`config.mk`:
```
export PLATFORM = sky130hd
export DESIGN_NAME = bpk_packer
export DESIGN_NICKNAME = d
export VERILOG_FILES = /design/src/rtl/bpk_pkg.sv /design/src/rtl/bpk_packer.sv
export VERILOG_INCLUDE_DIRS = /design/src /design/src/rtl
export SDC_FILE = /design/constraint.sdc
export NUM_CORES = 1
export LEC_CHECK = 0
export ABC_CLOCK_PERIOD_IN_PS = 1980
export BUFFER_PORTS_ARGS = -buffer_cell sky130_fd_sc_hd__clkbuf_2
export CAP_MARGIN = 20
export CORE_UTILIZATION = 30
export CTS_BUF_LIST = sky130_fd_sc_hd__clkbuf_16
export DETAILED_ROUTE_END_ITERATION = 10
export GPL_ROUTABILITY_DRIVEN = 1
export HOLD_SLACK_MARGIN = 0.15
export PLACE_DENSITY = 0.54
export SLEW_MARGIN = 20
export SYNTH_ARGS = -nofsm -noshare
export SYNTH_HDL_FRONTEND = slang
export SYNTH_SLANG_ARGS = --single-unit
```
`constraint.sdc`:
```
create_clock -name sys_clk -period 1.98 [get_ports sys_clk]
set_input_delay 0.198 -clock sys_clk [delete_from_list [all_inputs] [get_ports sys_clk]]
set_output_delay 0.198 -clock sys_clk [all_outputs]
set_load 0.01 [all_outputs]
```
`src/rtl/bpk_map.svh`:
```
// Constants of the raw 12-bit colour-filter row packer
// Operation
// - Every output pixel carries exactly twelve bits of sample data.
// - Pixels pair up consecutively; each pair leaves as exactly three bytes, no padding.
// - Samples pass unmodified; no interpolation or colour processing.
// - First byte of a group holds first pixel bits eleven to four.
// - Second byte: first pixel bits three-zero low, second pixel bits three-zero high.
// - Third byte of a group holds second pixel bits eleven to four.
// - Even rows: blue at even positions, green at odd, blue first.
// - Odd rows: green at even positions, red at odd, green first.
// - Packing restarts each row; last row byte is final pixel upper bits.
// - Samples are unsigned binary, zero to 4095, proportional to signal level.
`ifndef BPK_MAP_SVH
`define BPK_MAP_SVH
`define BPK_PIX_W 12
`define BPK_HI_MSB 11
`define BPK_HI_LSB 4
`define BPK_LO_MSB 3
`define BPK_LO_LSB 0
`define BPK_PIX_MAX 12'hfff
`define BPK_PH_B0 2'h0
`define BPK_PH_B1 2'h1
`define BPK_PH_B2 2'h2
`endif

```
`src/rtl/bpk_pkg.sv`:
```
// Types of the raw 12-bit colour-filter row packer
package bpk_pkg;
   typedef enum logic [1:0] {
      BPK_BLUE = 2'b00,
      BPK_GREEN = 2'b01,
      BPK_RED = 2'b10
   } bpk_colour_e;
   typedef enum logic [1:0] {
      BPK_IDLE = 2'b00,
      BPK_SEND = 2'b01
   } bpk_state_e;
   typedef struct packed {
      logic [11:0] data;
      logic sof;
      logic eol;
   } bpk_pix_s;
   typedef struct packed {
      logic [7:0] data;
      logic sol;
      logic eol;
      logic eof;
   } bpk_byte_s;
endpackage : bpk_pkg
```
`src/rtl/bpk_packer.sv`:
```
// Packs pairs of 12-bit raw pixels into three bytes per pair
`timescale 1ns/1ps
`include "bpk_map.svh"
module bpk_packer
   import bpk_pkg::*;
(
   input wire logic sys_clk,
   input wire logic rst_n,
   input wire logic pix_valid,
   input wire bpk_pix_s pix_in,
   input wire logic pix_eof,
   output logic pix_ready,
   output logic byte_valid,
   input wire logic byte_ready,
   output bpk_byte_s byte_out,
   output bpk_colour_e byte_colour,
   output logic row_odd
);
   typedef struct packed {
      bpk_state_e st;
      logic [1:0] phase;
      logic [11:0] first;
      logic [11:0] second;
      logic have_first;
      logic pair_eol;
      logic pair_eof;
      logic row_odd;
      logic at_row_start;
      logic pix_ready;
      logic byte_valid;
      bpk_byte_s byte_out;
      bpk_colour_e colour;
   } bpk_state_s;

   // The whole packer state lives in one register so that the outputs
   // are plain flip-flop copies with no logic behind the pins.
   // Fields:
   //   st and phase walk the three-byte group; phase only moves in SEND.
   //   first and second hold the two samples of the pair, bit for bit.
   //   have_first tells whether the pair is half filled.
   //   pair_eol and pair_eof copy the row and frame marks of the pair.
   //   row_odd is the parity of the row now being packed.
   //   at_row_start marks that the next first byte opens a row.
   // Limitation: a row with an odd pixel count would leave half a pair
   // behind and shift every later pair; the source must keep rows even.
   // Trade-off: the packer takes no pixel while a pair drains, so it
   // needs five clock cycles per two pixels and no buffer at all.

   bpk_state_s s_q;
   bpk_state_s s_d;
   logic byte_take;
   logic pix_take;

   assign byte_take = s_q.byte_valid & byte_ready;
   assign pix_take = pix_valid & s_q.pix_ready;

   // Next state: collect two pixels, then stream three bytes
   always_comb begin
      s_d = s_q;
      if (byte_take) begin
         s_d.byte_valid = 1'b0;
      end
      case (s_q.st)
         BPK_IDLE: begin
            if (pix_take) begin
               if (pix_in.sof) begin
                  s_d.row_odd = 1'b0;
                  s_d.at_row_start = 1'b1;
               end
               if (!s_q.have_first) begin
                  s_d.first = pix_in.data;
                  s_d.have_first = 1'b1;
               end else begin
                  // Pair complete; stop taking pixels until it drains
                  s_d.second = pix_in.data;
                  s_d.have_first = 1'b0;
                  s_d.pair_eol = pix_in.eol;
                  s_d.pair_eof = pix_eof;
                  s_d.pix_ready = 1'b0;
                  s_d.st = BPK_SEND;
                  s_d.phase = `BPK_PH_B0;
               end
            end
         end
         BPK_SEND: begin
            if (!s_q.byte_valid || byte_take) begin
               s_d.byte_valid = 1'b1;
               s_d.byte_out.sol = 1'b0;
               s_d.byte_out.eol = 1'b0;
               s_d.byte_out.eof = 1'b0;
               case (s_q.phase)
                  `BPK_PH_B0: begin
                     s_d.byte_out.data = s_q.first[`BPK_HI_MSB:`BPK_HI_LSB];
                     s_d.byte_out.sol = s_q.at_row_start;
                     s_d.colour = s_q.row_odd ? BPK_GREEN : BPK_BLUE;
                     s_d.at_row_start = 1'b0;
                     s_d.phase = `BPK_PH_B1;
                  end
                  `BPK_PH_B1: begin
                     s_d.byte_out.data = {s_q.second[`BPK_LO_MSB:`BPK_LO_LSB],
                                          s_q.first[`BPK_LO_MSB:`BPK_LO_LSB]};
                     s_d.colour = s_q.row_odd ? BPK_GREEN : BPK_BLUE;
                     s_d.phase = `BPK_PH_B2;
                  end
                  default: begin
                     s_d.byte_out.data = s_q.second[`BPK_HI_MSB:`BPK_HI_LSB];
                     s_d.colour = s_q.row_odd ? BPK_RED : BPK_GREEN;
                     s_d.byte_out.eol = s_q.pair_eol;
                     s_d.byte_out.eof = s_q.pair_eof;
                     if (s_q.pair_eol) begin
                        // Next row flips parity and packing starts over
                        s_d.row_odd = ~s_q.row_odd;
                        s_d.at_row_start = 1'b1;
                     end
                     s_d.phase = `BPK_PH_B0;
                     s_d.pix_ready = 1'b1;
                     s_d.st = BPK_IDLE;
                  end
               endcase
            end
         end
         default: begin
            s_d.st = BPK_IDLE;
            s_d.pix_ready = 1'b1;
         end
      endcase
   end

   // State register
   always_ff @(posedge sys_clk or negedge rst_n) begin
      if (!rst_n) begin
         s_q <= '0;
         s_q.pix_ready <= 1'b1;
         s_q.at_row_start <= 1'b1;
      end else begin
         s_q <= s_d;
      end
   end

   assign pix_ready = s_q.pix_ready;
   assign byte_valid = s_q.byte_valid;
   assign byte_out = s_q.byte_out;
   assign byte_colour = s_q.colour;
   assign row_odd = s_q.row_odd;

   // Checks on the pixel input, the pair registers and the byte stream
   // A byte slot is loaded whenever SEND finds the output empty or drained
   logic byte_load;
   assign byte_load = (s_q.st == BPK_SEND) & (!s_q.byte_valid | byte_take);

   // The checks below but a_pair_three_bytes, which reads s_d, watch the registered state directly, so a fault in
   // the next-state logic shows one cycle after the edge that loaded it.
   // Byte contents are compared against the pair as it stood at the load.
   // Colour checks follow the row parity that was current at the load,
   // because the parity flips on the same edge as the row's last byte.

   a_pair_three_bytes: assert property (@(posedge sys_clk) disable iff (!rst_n)
      (s_q.st == BPK_IDLE && s_d.st == BPK_SEND) |-> ##1 !pix_ready [*3])
      else $error("pixel taken while a pair was still being sent");
   a_byte0_upper: assert property (@(posedge sys_clk) disable iff (!rst_n)
      (s_q.st == BPK_SEND && s_q.phase == `BPK_PH_B0 && (!byte_valid || byte_take))
      |=> byte_out.data == $past(s_q.first[`BPK_HI_MSB:`BPK_HI_LSB]))
      else $error("first byte not upper bits of first pixel");
   a_byte1_nibbles: assert property (@(posedge sys_clk) disable iff (!rst_n)
      (s_q.st == BPK_SEND && s_q.phase == `BPK_PH_B1 && (!byte_valid || byte_take))
      |=> byte_out.data == {$past(s_q.second[`BPK_LO_MSB:`BPK_LO_LSB]), $past(s_q.first[`BPK_LO_MSB:`BPK_LO_LSB])})
      else $error("middle byte nibbles misplaced");
   a_byte2_upper: assert property (@(posedge sys_clk) disable iff (!rst_n)
      (s_q.st == BPK_SEND && s_q.phase == `BPK_PH_B2 && (!byte_valid || byte_take))
      |=> byte_out.data == $past(s_q.second[`BPK_HI_MSB:`BPK_HI_LSB]))
      else $error("third byte not upper bits of second pixel");
   a_even_colours: assert property (@(posedge sys_clk) disable iff (!rst_n)
      (byte_valid && !row_odd && !byte_out.eol) |-> byte_colour != BPK_RED)
      else $error("red sample on an even row");
   a_odd_colours: assert property (@(posedge sys_clk) disable iff (!rst_n)
      (byte_valid && row_odd && !byte_out.eol) |-> byte_colour != BPK_BLUE)
      else $error("blue sample on an odd row");
   a_row_flip: assert property (@(posedge sys_clk) disable iff (!rst_n)
      (byte_load && s_q.phase == `BPK_PH_B2 && s_q.pair_eol) |=> row_odd != $past(row_odd))
      else $error("row parity did not advance after end of row");
   a_eol_last: assert property (@(posedge sys_clk) disable iff (!rst_n)
      (byte_valid && byte_out.eol) |-> byte_colour != BPK_BLUE)
      else $error("row end not on second pixel upper byte");
   a_sample_range: assert property (@(posedge sys_clk) disable iff (!rst_n)
      (s_q.st == BPK_SEND) |-> s_q.first <= `BPK_PIX_MAX && s_q.second <= `BPK_PIX_MAX)
      else $error("sample out of twelve-bit range");
   a_row_reset: assert property (@(posedge sys_clk) disable iff (!rst_n)
      (pix_take && pix_in.sof) |=> !row_odd)
      else $error("frame start did not return to even row");

   // A stalled byte must not change under the sink
   a_byte_hold: assert property (@(posedge sys_clk) disable iff (!rst_n)
      (byte_valid && !byte_ready) |=> byte_valid && $stable(byte_out))
      else $error("byte changed while stalled");

   // The colour tag stays with its byte through a stall
   a_colour_hold: assert property (@(posedge sys_clk) disable iff (!rst_n)
      (byte_valid && !byte_ready) |=> $stable(byte_colour))
      else $error("colour changed while stalled");

   // Collecting pixels means the input is open
   a_ready_idle: assert property (@(posedge sys_clk) disable iff (!rst_n)
      (s_q.st == BPK_IDLE) |-> pix_ready)
      else $error("input closed while collecting");

   // Draining a pair keeps the input shut
   a_shut_send: assert property (@(posedge sys_clk) disable iff (!rst_n)
      (s_q.st == BPK_SEND) |-> !pix_ready)
      else $error("input open while a pair drains");

   // The first sample of a pair is stored untouched
   a_first_capture: assert property (@(posedge sys_clk) disable iff (!rst_n)
      (pix_take && s_q.st == BPK_IDLE && !s_q.have_first) |=> s_q.first == $past(pix_in.data))
      else $error("first sample altered on capture");

   // The second sample of a pair is stored untouched
   a_second_capture: assert property (@(posedge sys_clk) disable iff (!rst_n)
      (pix_take && s_q.st == BPK_IDLE && s_q.have_first) |=> s_q.second == $past(pix_in.data))
      else $error("second sample altered on capture");

   // Row start only ever marks the first byte of a group
   a_sol_first_byte: assert property (@(posedge sys_clk) disable iff (!rst_n)
      (byte_valid && byte_out.sol) |-> s_q.st == BPK_SEND && s_q.phase == `BPK_PH_B1)
      else $error("row start on a later byte");

   // Row end only ever marks the third byte of a group
   a_eol_third_byte: assert property (@(posedge sys_clk) disable iff (!rst_n)
      (byte_valid && byte_out.eol) |-> s_q.phase == `BPK_PH_B0)
      else $error("row end on an earlier byte");

   // Frame end rides on the third byte as well
   a_eof_third_byte: assert property (@(posedge sys_clk) disable iff (!rst_n)
      (byte_valid && byte_out.eof) |-> s_q.phase == `BPK_PH_B0)
      else $error("frame end on an earlier byte");

   // First byte colour: blue on even rows, green on odd rows
   a_b0_colour: assert property (@(posedge sys_clk) disable iff (!rst_n)
      (byte_load && s_q.phase == `BPK_PH_B0) |=> byte_colour == ($past(row_odd) ? BPK_GREEN : BPK_BLUE))
      else $error("first byte colour wrong for row");

   // Middle byte reports the first pixel's colour
   a_b1_colour: assert property (@(posedge sys_clk) disable iff (!rst_n)
      (byte_load && s_q.phase == `BPK_PH_B1) |=> byte_colour == ($past(row_odd) ? BPK_GREEN : BPK_BLUE))
      else $error("middle byte colour wrong for row");

   // Third byte colour: green on even rows, red on odd rows
   a_b2_colour: assert property (@(posedge sys_clk) disable iff (!rst_n)
      (byte_load && s_q.phase == `BPK_PH_B2) |=> byte_colour == ($past(row_odd) ? BPK_RED : BPK_GREEN))
      else $error("third byte colour wrong for row");

   // A row end arms the row start of the next group
   a_sol_rearm: assert property (@(posedge sys_clk) disable iff (!rst_n)
      (byte_load && s_q.phase == `BPK_PH_B2 && s_q.pair_eol) |=> s_q.at_row_start)
      else $error("row start not armed after row end");

   // Inside a row no group may claim a row start
   a_no_mid_sol: assert property (@(posedge sys_clk) disable iff (!rst_n)
      (byte_load && s_q.phase == `BPK_PH_B2 && !s_q.pair_eol) |=> !s_q.at_row_start)
      else $error("row start armed inside a row");

   // Only three byte phases exist
   a_phase_legal: assert property (@(posedge sys_clk) disable iff (!rst_n)
      s_q.phase <= `BPK_PH_B2)
      else $error("byte phase out of range");

   // No half pair may be pending while a pair drains
   a_no_half_send: assert property (@(posedge sys_clk) disable iff (!rst_n)
      (s_q.st == BPK_SEND) |-> !s_q.have_first)
      else $error("half pair left over while sending");

   // A taken byte in SEND is followed at once by the next one
   a_byte_follows: assert property (@(posedge sys_clk) disable iff (!rst_n)
      (byte_take && s_q.st == BPK_SEND) |=> byte_valid)
      else $error("gap inside a byte group");

   // Loading the third byte reopens the input
   a_ready_reopen: assert property (@(posedge sys_clk) disable iff (!rst_n)
      (byte_load && s_q.phase == `BPK_PH_B2) |=> pix_ready && s_q.st == BPK_IDLE)
      else $error("input not reopened after third byte");

   // Outside a row end the parity stays put unless a frame starts
   a_parity_steady: assert property (@(posedge sys_clk) disable iff (!rst_n)
      !(byte_load && s_q.phase == `BPK_PH_B2 && s_q.pair_eol) && !(pix_take && pix_in.sof)
      |=> $stable(row_odd))
      else $error("row parity moved inside a row");
endmodule : bpk_packer

```
==> results of run 1 <==
-- area by class of cell --
| type | instances | area (um^2) |
|---|---|---|
| Timing Repair Buffer | 42 | 238 |
| Clock buffer | 5 | 125 |
| Tap cell | 96 | 120 |
| Sequential cell | 47 | 1180 |
| Inverter | 2 | 7.51 |
| Fill cell | 691 | 4320 |
| Multi-Input combinational cell | 102 | 816 |
| Clock inverter | 3 | 67.6 |
-- through the flow --
| step | power (mW) | hold WS [ns] | util | area [um^2] | std cells |
|---|---|---|---|---|---|
| 6_report | 2.08 | 0.169 | 0.372 | 2550 | 297 |
| 5_1_grt | 2.16 | 0.159 | 0.372 | 2550 | 297 |
| 4_1_cts | 2.11 | 0.162 | 0.372 | 2550 | 297 |
| 3_5_place_dp | 1.03 | 0.340 | 0.339 | 2330 | 286 |
| 3_3_place_gp | 1.03 | 0.334 | 0.339 | 2330 | 286 |
| 2_1_floorplan | 0.981 | -0.0976 | - | 2170 | 175 |
-- final timing paths --
check / slack [ns] / endpoint / start
setup / recovery: 0.30 / s_q[37] / s_q[46]
max in group asynchronous: 1.02 / s_q[30] / rst_n
hold / removal: 0.17 / s_q[26] / pix_in[8]
setup reg to reg: 0.30 / s_q[37] / s_q[46]
hold reg to reg: 0.47 / byte_out[2] / byte_out[2]
min in group asynchronous: 0.54 / byte_colour[1] / rst_n
-- power groups by stage --
stage | Combinational (mW) | Clock, mW | Sequential, mW
3_5_place_dp | 0.0486 | 0 | 0.978
3_3_place_gp | 0.0486 | 0 | 0.978
4_1_cts | 0.0532 | 1.10 | 0.960
5_1_grt | 0.0574 | 1.14 | 0.959
2_1_floorplan | 0.00253 | 0 | 0.978
6_report | 0.0504 | 1.07 | 0.960
-- registers in the layout (all words and copies together), names as in the netlist --
register     flops
byte_colour      2
s_q             31
pix_ready        1
byte_out        11
byte_valid       1
row_odd          1
-- cells in the final DEF, fill, tap and decap left out, drive strengths merged --
cell and instances:
a21o 1, clkbuf 39, a21oi 10, buf 5
nor3 1, clkinvlp 1, inv 2, a32o 1
nor2 10, dfrtp 45, dfstp 2, nand2 19
mux2 28, nand2b 1, dlygate4sd3 3, and3 1
nand3 3, bufinv 2, o21ai 12, o22ai 1
nand4 1, a211o 1, o41ai 1, xnor2 1
mux2i 9, ha 1
-- worst max-delay path, delay by kind of cell (launching register included) --
kind,cells,cell delay (ns)
simple gates,2,0.57
mux,1,0.39
buf+inv,1,0.16
flops,1,0.44
-- layer usage --
| metal | global-route usage | part of all wire |
|---|---|---|
| met3 | 0.0370 | 0.043 |
| met1 | 0.154 | 0.50 |
| met4 | 0.0485 | 0.019 |
| met2 | 0.161 | 0.44 |
| met5 | 0 | 0 |
-- what timing repair did --
action                    CTS  global route
hold endpoints to repair   47             0
resized for setup           0             0
setup buffers               0             0
hold buffers                3             0
-- cells by family (layout without fill, tap and decap cells) --
kind of cell	Yosys count	in the layout	share of synthesized area
AOI/OAI and AO/OA	27	27	0.0704
muxes	37	37	0.215
DFF	47	47	0.544
and+or+nand+nor	36	36	0.0814
buffers and inverters	26	52	0.0797
adders and majority gates	1	1	0.00577
xor gates and xnor gates	1	1	0.00404
==> impl_metrics.csv, run 1 <==
group,metric,value,unit
run_status,status,"complete, no violations",
global_route,first_global_vias,1253,
flow_run,drv_cap,0,
clock_tree,htree_levels,2,
logic_synthesis,yosys_most_used_dff,"dfrtp_1",
clock_tree,clock_latency,0.28,ns
floorplan,ios,35,
timing,rsz0062_at_grt,"no",
global_route,grt_usage,0.112,
power,power_frac_clock,0.514,
timing,tightest_slew,0.642,ns
routing,final_antenna_net_count,0,
timing,fin_crit,1.68,ns
floorplan,core_area,6870,um^2
power,p_comb_frac,0.024,
power,seq_power_share,0.462,
logic_synthesis,synth_area_per_cell,12.4,um^2
routing,drcViolationCount,0,
place,portBuffers,34,
final_layout,antenna-diode-count,0,
floorplan,die-area,7570,um^2
worst_setup_path,cp.arrival,1.85,ns
logic_synthesis,synth.most_common_cell,"dfrtp_1",
worst_setup_path,worstPathRequired,2.15,ns
timing,setup_viol,0,
logic_synthesis,yosysWarnings,0,
final_layout,layout-drive-gt1-share,0.413,
place,dp_slack,0.295,ns
floorplan,rows,30,
worst_setup_path,critPathKind,"flip-flop to flip-flop",
timing,finalHoldViolCount,0,
logic_synthesis,synth_common_cells,"dfrtp_1 (45), nand2_1 (19), mux2_4 (16)",
logic_synthesis,yosysTopAreaCell,"dfrtp_1",
min_path,hold_depth,2,
power,p_per_area,814,nW/um^2
timing,report.final.slew_viol_count,0,
logic_synthesis,synthArstFlopShare,1.00,
global_route,grt_max_degree,48,
worst_setup_path,cp-end-kind,"flip-flop",
worst_setup_path,worstSetupStartpointType,"flip-flop",
clock_tree,cts_tree,"yes",
worst_setup_path,path_cells,"inv_2, nand3_2, nor2_4, mux2_2",
logic_synthesis,synth_nets,195,
logic_synthesis,synth_top_area_share,0.520,
routing,first_pass_iters,4,
timing,max_freq,0.596,GHz
timing,fin_crit_sh,0.848,
logic_synthesis,synth-seq-area-share,0.544,
floorplan,die_height,87.0,um
routing,vias,1289,
routing,vias_per_cell,4.34,
logic_synthesis,synth_cell_types,31,
timing,finalSetupTns,0,ns
routing,wl_per_cell,12.9,um
power,swShare,0.181,
timing,setup_ws,0.301,ns
power,power.leakage,1.26,nW
place,gp_congestion,0.726,
global_route,antenna_found_initial,0,
clock_tree,numCtsBuffers,5,
global_route,grt-ovfl-total,0,
clock_tree,cts.sinks,47,
clock_tree,clk_pin_slew_worst_paths,0.06,ns
worst_setup_path,worstPathMaxFanout,12,
routing,drt_iter0_markers,52,
logic_synthesis,synth_edf_count,0,
timing,finalClockSkew,0.00396,ns
logic_synthesis,synth_cells,175,
logic_synthesis,yosys-top-cells-area,"dfrtp_1 (52%), mux2_4 (11%), mux2_2 (6.2%)",
worst_setup_path,cp_slowest_cell,"dfrtp_1",
timing,slew_headroom,0.572,
clock_tree,cts_root_buf,"clkbuf_16",
min_path,hold_class,"input pin to flip-flop",
global_route,grt_pass1_wl,6380,um
place,hpwl,2590,um
final_layout,nets,220,
final_layout,area_growth,17.8,%
routing,drt-total-wl,3820,um
floorplan,die_x,87.0,um
worst_setup_path,r2r_cells,4,
clock_tree,clk_path_buf_depth,2,
power,power_switching,0.376,mW
logic_synthesis,synth.cell_area,2170,um^2
power,vdd_drop_max,0.000324,V
floorplan,start_util,0.315,
worst_setup_path,cpPeakStageDelay,0.44,ns
power,internal_power,1.70,mW
logic_synthesis,ys_ff_latch,47,
Power figures use the tool's default switching activity.
==> inputs of run 2 (changes only) <==
--- a/config.mk
+++ b/config.mk
@@ -6,7 +6,7 @@
 export SDC_FILE = /design/constraint.sdc
 export NUM_CORES = 1
 export LEC_CHECK = 0
-export ABC_CLOCK_PERIOD_IN_PS = 1980
+export ABC_CLOCK_PERIOD_IN_PS = 1400
 export BUFFER_PORTS_ARGS = -buffer_cell sky130_fd_sc_hd__clkbuf_2
 export CAP_MARGIN = 20
 export CORE_UTILIZATION = 30
@@ -14,7 +14,7 @@
 export DETAILED_ROUTE_END_ITERATION = 10
 export GPL_ROUTABILITY_DRIVEN = 1
 export HOLD_SLACK_MARGIN = 0.15
-export PLACE_DENSITY = 0.54
+export PLACE_DENSITY = 0.55
 export SLEW_MARGIN = 20
 export SYNTH_ARGS = -nofsm -noshare
 export SYNTH_HDL_FRONTEND = slang
==> constraint.sdc (replaced) <==
create_clock -name sys_clk -period 1.4 [get_ports sys_clk]
set_input_delay 0.14 -clock sys_clk [delete_from_list [all_inputs] [get_ports sys_clk]]
set_output_delay 0.14 -clock sys_clk [all_outputs]
set_load 0.01 [all_outputs]
==> run 2 against run 1 <==
The flow now finishes with violations (negative setup slack). Count of clock-buffer cells in the layout unchanged. Final area up 11%. Via count up 8.2%. Sequential share of layout area down 4.5 points. Clock skew about the same. Largest power group unchanged. Sequential power up 42%. Combinational power up 100%. Die area unchanged. Sequential cell count unchanged. Utilization up 4.0 points. Power up 42%. Largest cell class unchanged. Clock power up 40%.
==> impl_metrics.csv, run 2 (synthesized netlist as in run 1, its figures left out) <==
group,metric,value,unit
run_status,status,"complete, but fails checks",
run_status,violations,"negative setup slack",
worst_setup_path,worstPathMaxFanout,5,
timing,setup_viol,1,
routing,wl_met3,115,um
worst_setup_path,r2r-end,"s_q[39]",
worst_setup_path,worstPathRequired,1.56,ns
final_layout,antenna-diode-count,0,
routing,drcViolationCount,0,
clock_tree,cts_tree,"yes",
worst_setup_path,worstSetupStartpointType,"flip-flop",
clock_tree,clock_latency,0.28,ns
worst_setup_path,r2r-start,"pix_ready",
place,portBuffers,34,
global_route,first_global_vias,1410,
final_layout,largest_register,"s_q",
final_layout,largest_reg_flops,31,
final_layout,mostFrequentLayoutCells,"dfrtp_1 (44), clkbuf_2 (34), nand2_1 (19), mux2_4 (18), dlygate4sd3_1 (15)",
clock_tree,cts_root_buf,"clkbuf_16",
place,placed_area,2470,um^2
place,gp_congestion,0.702,
power,p_per_area,1050,nW/um^2
power,power.leakage,1.38,nW
clock_tree,cts.sinks,47,
timing,max_freq,0.714,GHz
floorplan,die-area,7570,um^2
power,vdd_drop_max,0.000591,V
final_layout,area_growth,30.5,%
timing,setup_ws,-0.000491,ns
timing,fin_crit,1.40,ns
floorplan,start_util,0.315,
final_layout,utilization,0.412,
floorplan,ios,35,
timing,finalClockSkew,0.00356,ns
worst_setup_path,cp-endpoint,"s_q[39]",
timing,finalHoldViolCount,0,
worst_setup_path,r2r_cells,4,
timing,slew_headroom,0.838,
global_route,grt-ovfl-total,0,
place,dp_cells,297,
timing,fin_crit_sh,1.00,
clock_tree,htree_levels,2,
timing,rsz0062_at_grt,"yes",
routing,final_antenna_net_count,0,
final_layout,nets,243,
final_layout,final_common_cell,"dfrtp_1",
global_route,grt_max_degree,48,
final_layout,finalInstanceArea,2830,um^2
global_route,grt_pass1_wl,6870,um
clock_tree,clk_pin_slew_worst_paths,0.06,ns
worst_setup_path,cp-end-kind,"flip-flop",
clock_tree,clk_path_buf_depth,2,
timing,finalSetupTns,-0.000491,ns
clock_tree,numCtsBuffers,5,
power,power,2.96,mW
global_route,grt_usage,0.119,
floorplan,die_height,87.0,um
routing,drt-total-wl,4000,um
worst_setup_path,r2r_slack,-0.0005,ns
routing,vias,1395,
floorplan,rows,30,
flow_run,drv_cap,0,
place,hpwl,2950,um
final_layout,layout-drive-gt1-share,0.424,
routing,first_pass_iters,4,
routing,vias_per_cell,4.36,
global_route,antenna_found_initial,0,
routing,drt-met1-wl,1970,um
routing,routed.top_layer,"met4",
worst_setup_path,cp.arrival,1.56,ns
routing,drt_iter0_markers,40,
routing,wl_per_cell,12.5,um
routing,route.met2.wl,1860,um
timing,tightest_slew,0.239,ns
final_layout,n_fill_cell,691,
worst_setup_path,critPathKind,"flip-flop to flip-flop",
timing,report.final.slew_viol_count,0,
final_layout,stdcell_count,320,
min_path,hold_class,"input pin to flip-flop",
floorplan,die_x,87.0,um
worst_setup_path,crit_start,"pix_ready",
floorplan,core_area,6870,um^2
[run 2: worst max-delay path: stages, from the launching register on]
cell     delay [ns]
dfstp_2        0.59
nand3_4        0.09
nor2_4         0.16
buf_6          0.15
mux2_4         0.30
[run 2: routing by layer]
metal / vias up / GRT usage
li1: 683 / -
met1: 682 / 0.156
met2: 25 / 0.195
met3: 5 / 0.0256
met4: 0 / 0.0409
met5: - / 0
[run 2: repair_timing]
item / CTS / global route
hold buffers: 15 / 0
resized for setup: 1 / 4
setup endpoints to repair: 3 / 12
buffers inserted: 0 / 0
pin swaps: 0 / 2
hold endpoints to repair: 73 / 0
[run 2: worst min-delay path by stage]
stage | start | to | cells past startpoint
floorplan | rst_n | byte_colour[0] | 0
global placement | rst_n | byte_colour[1] | 2
finish | byte_ready | byte_valid | 3
global route | byte_ready | byte_valid | 3
detailed placement | rst_n | byte_colour[0] | 2
CTS | byte_ready | byte_valid | 3
[run 2: final cells by class]
type                       count  area (um^2)  area share
multi-input combinational    102          831       0.294
tap                           96          120      0.0425
inverter                       2         10.0     0.00354
clock buffer                   5          125      0.0442
sequential                    47         1180       0.417
clock inverter                 3         67.6      0.0239
timing repair buffer          65          494       0.175
[run 2: power by group]
group                  switching, mW  leakage [nW]  internal [mW]
clock network                  0.479        0.0900           1.02
registers      0.0000000000000000643         0.648           1.36
logic                         0.0479         0.640         0.0536
total                          0.527          1.38           2.43
[run 2: metrics by stage]
step                setup WS (ns)  hold slack (ns)
finish                  -0.000491            0.192
global route              -0.0342            0.212
CTS                      -0.00338            0.185
detailed placement         0.0107            0.147
global placement           0.0335            0.149
floorplan                 -0.0118           -0.156
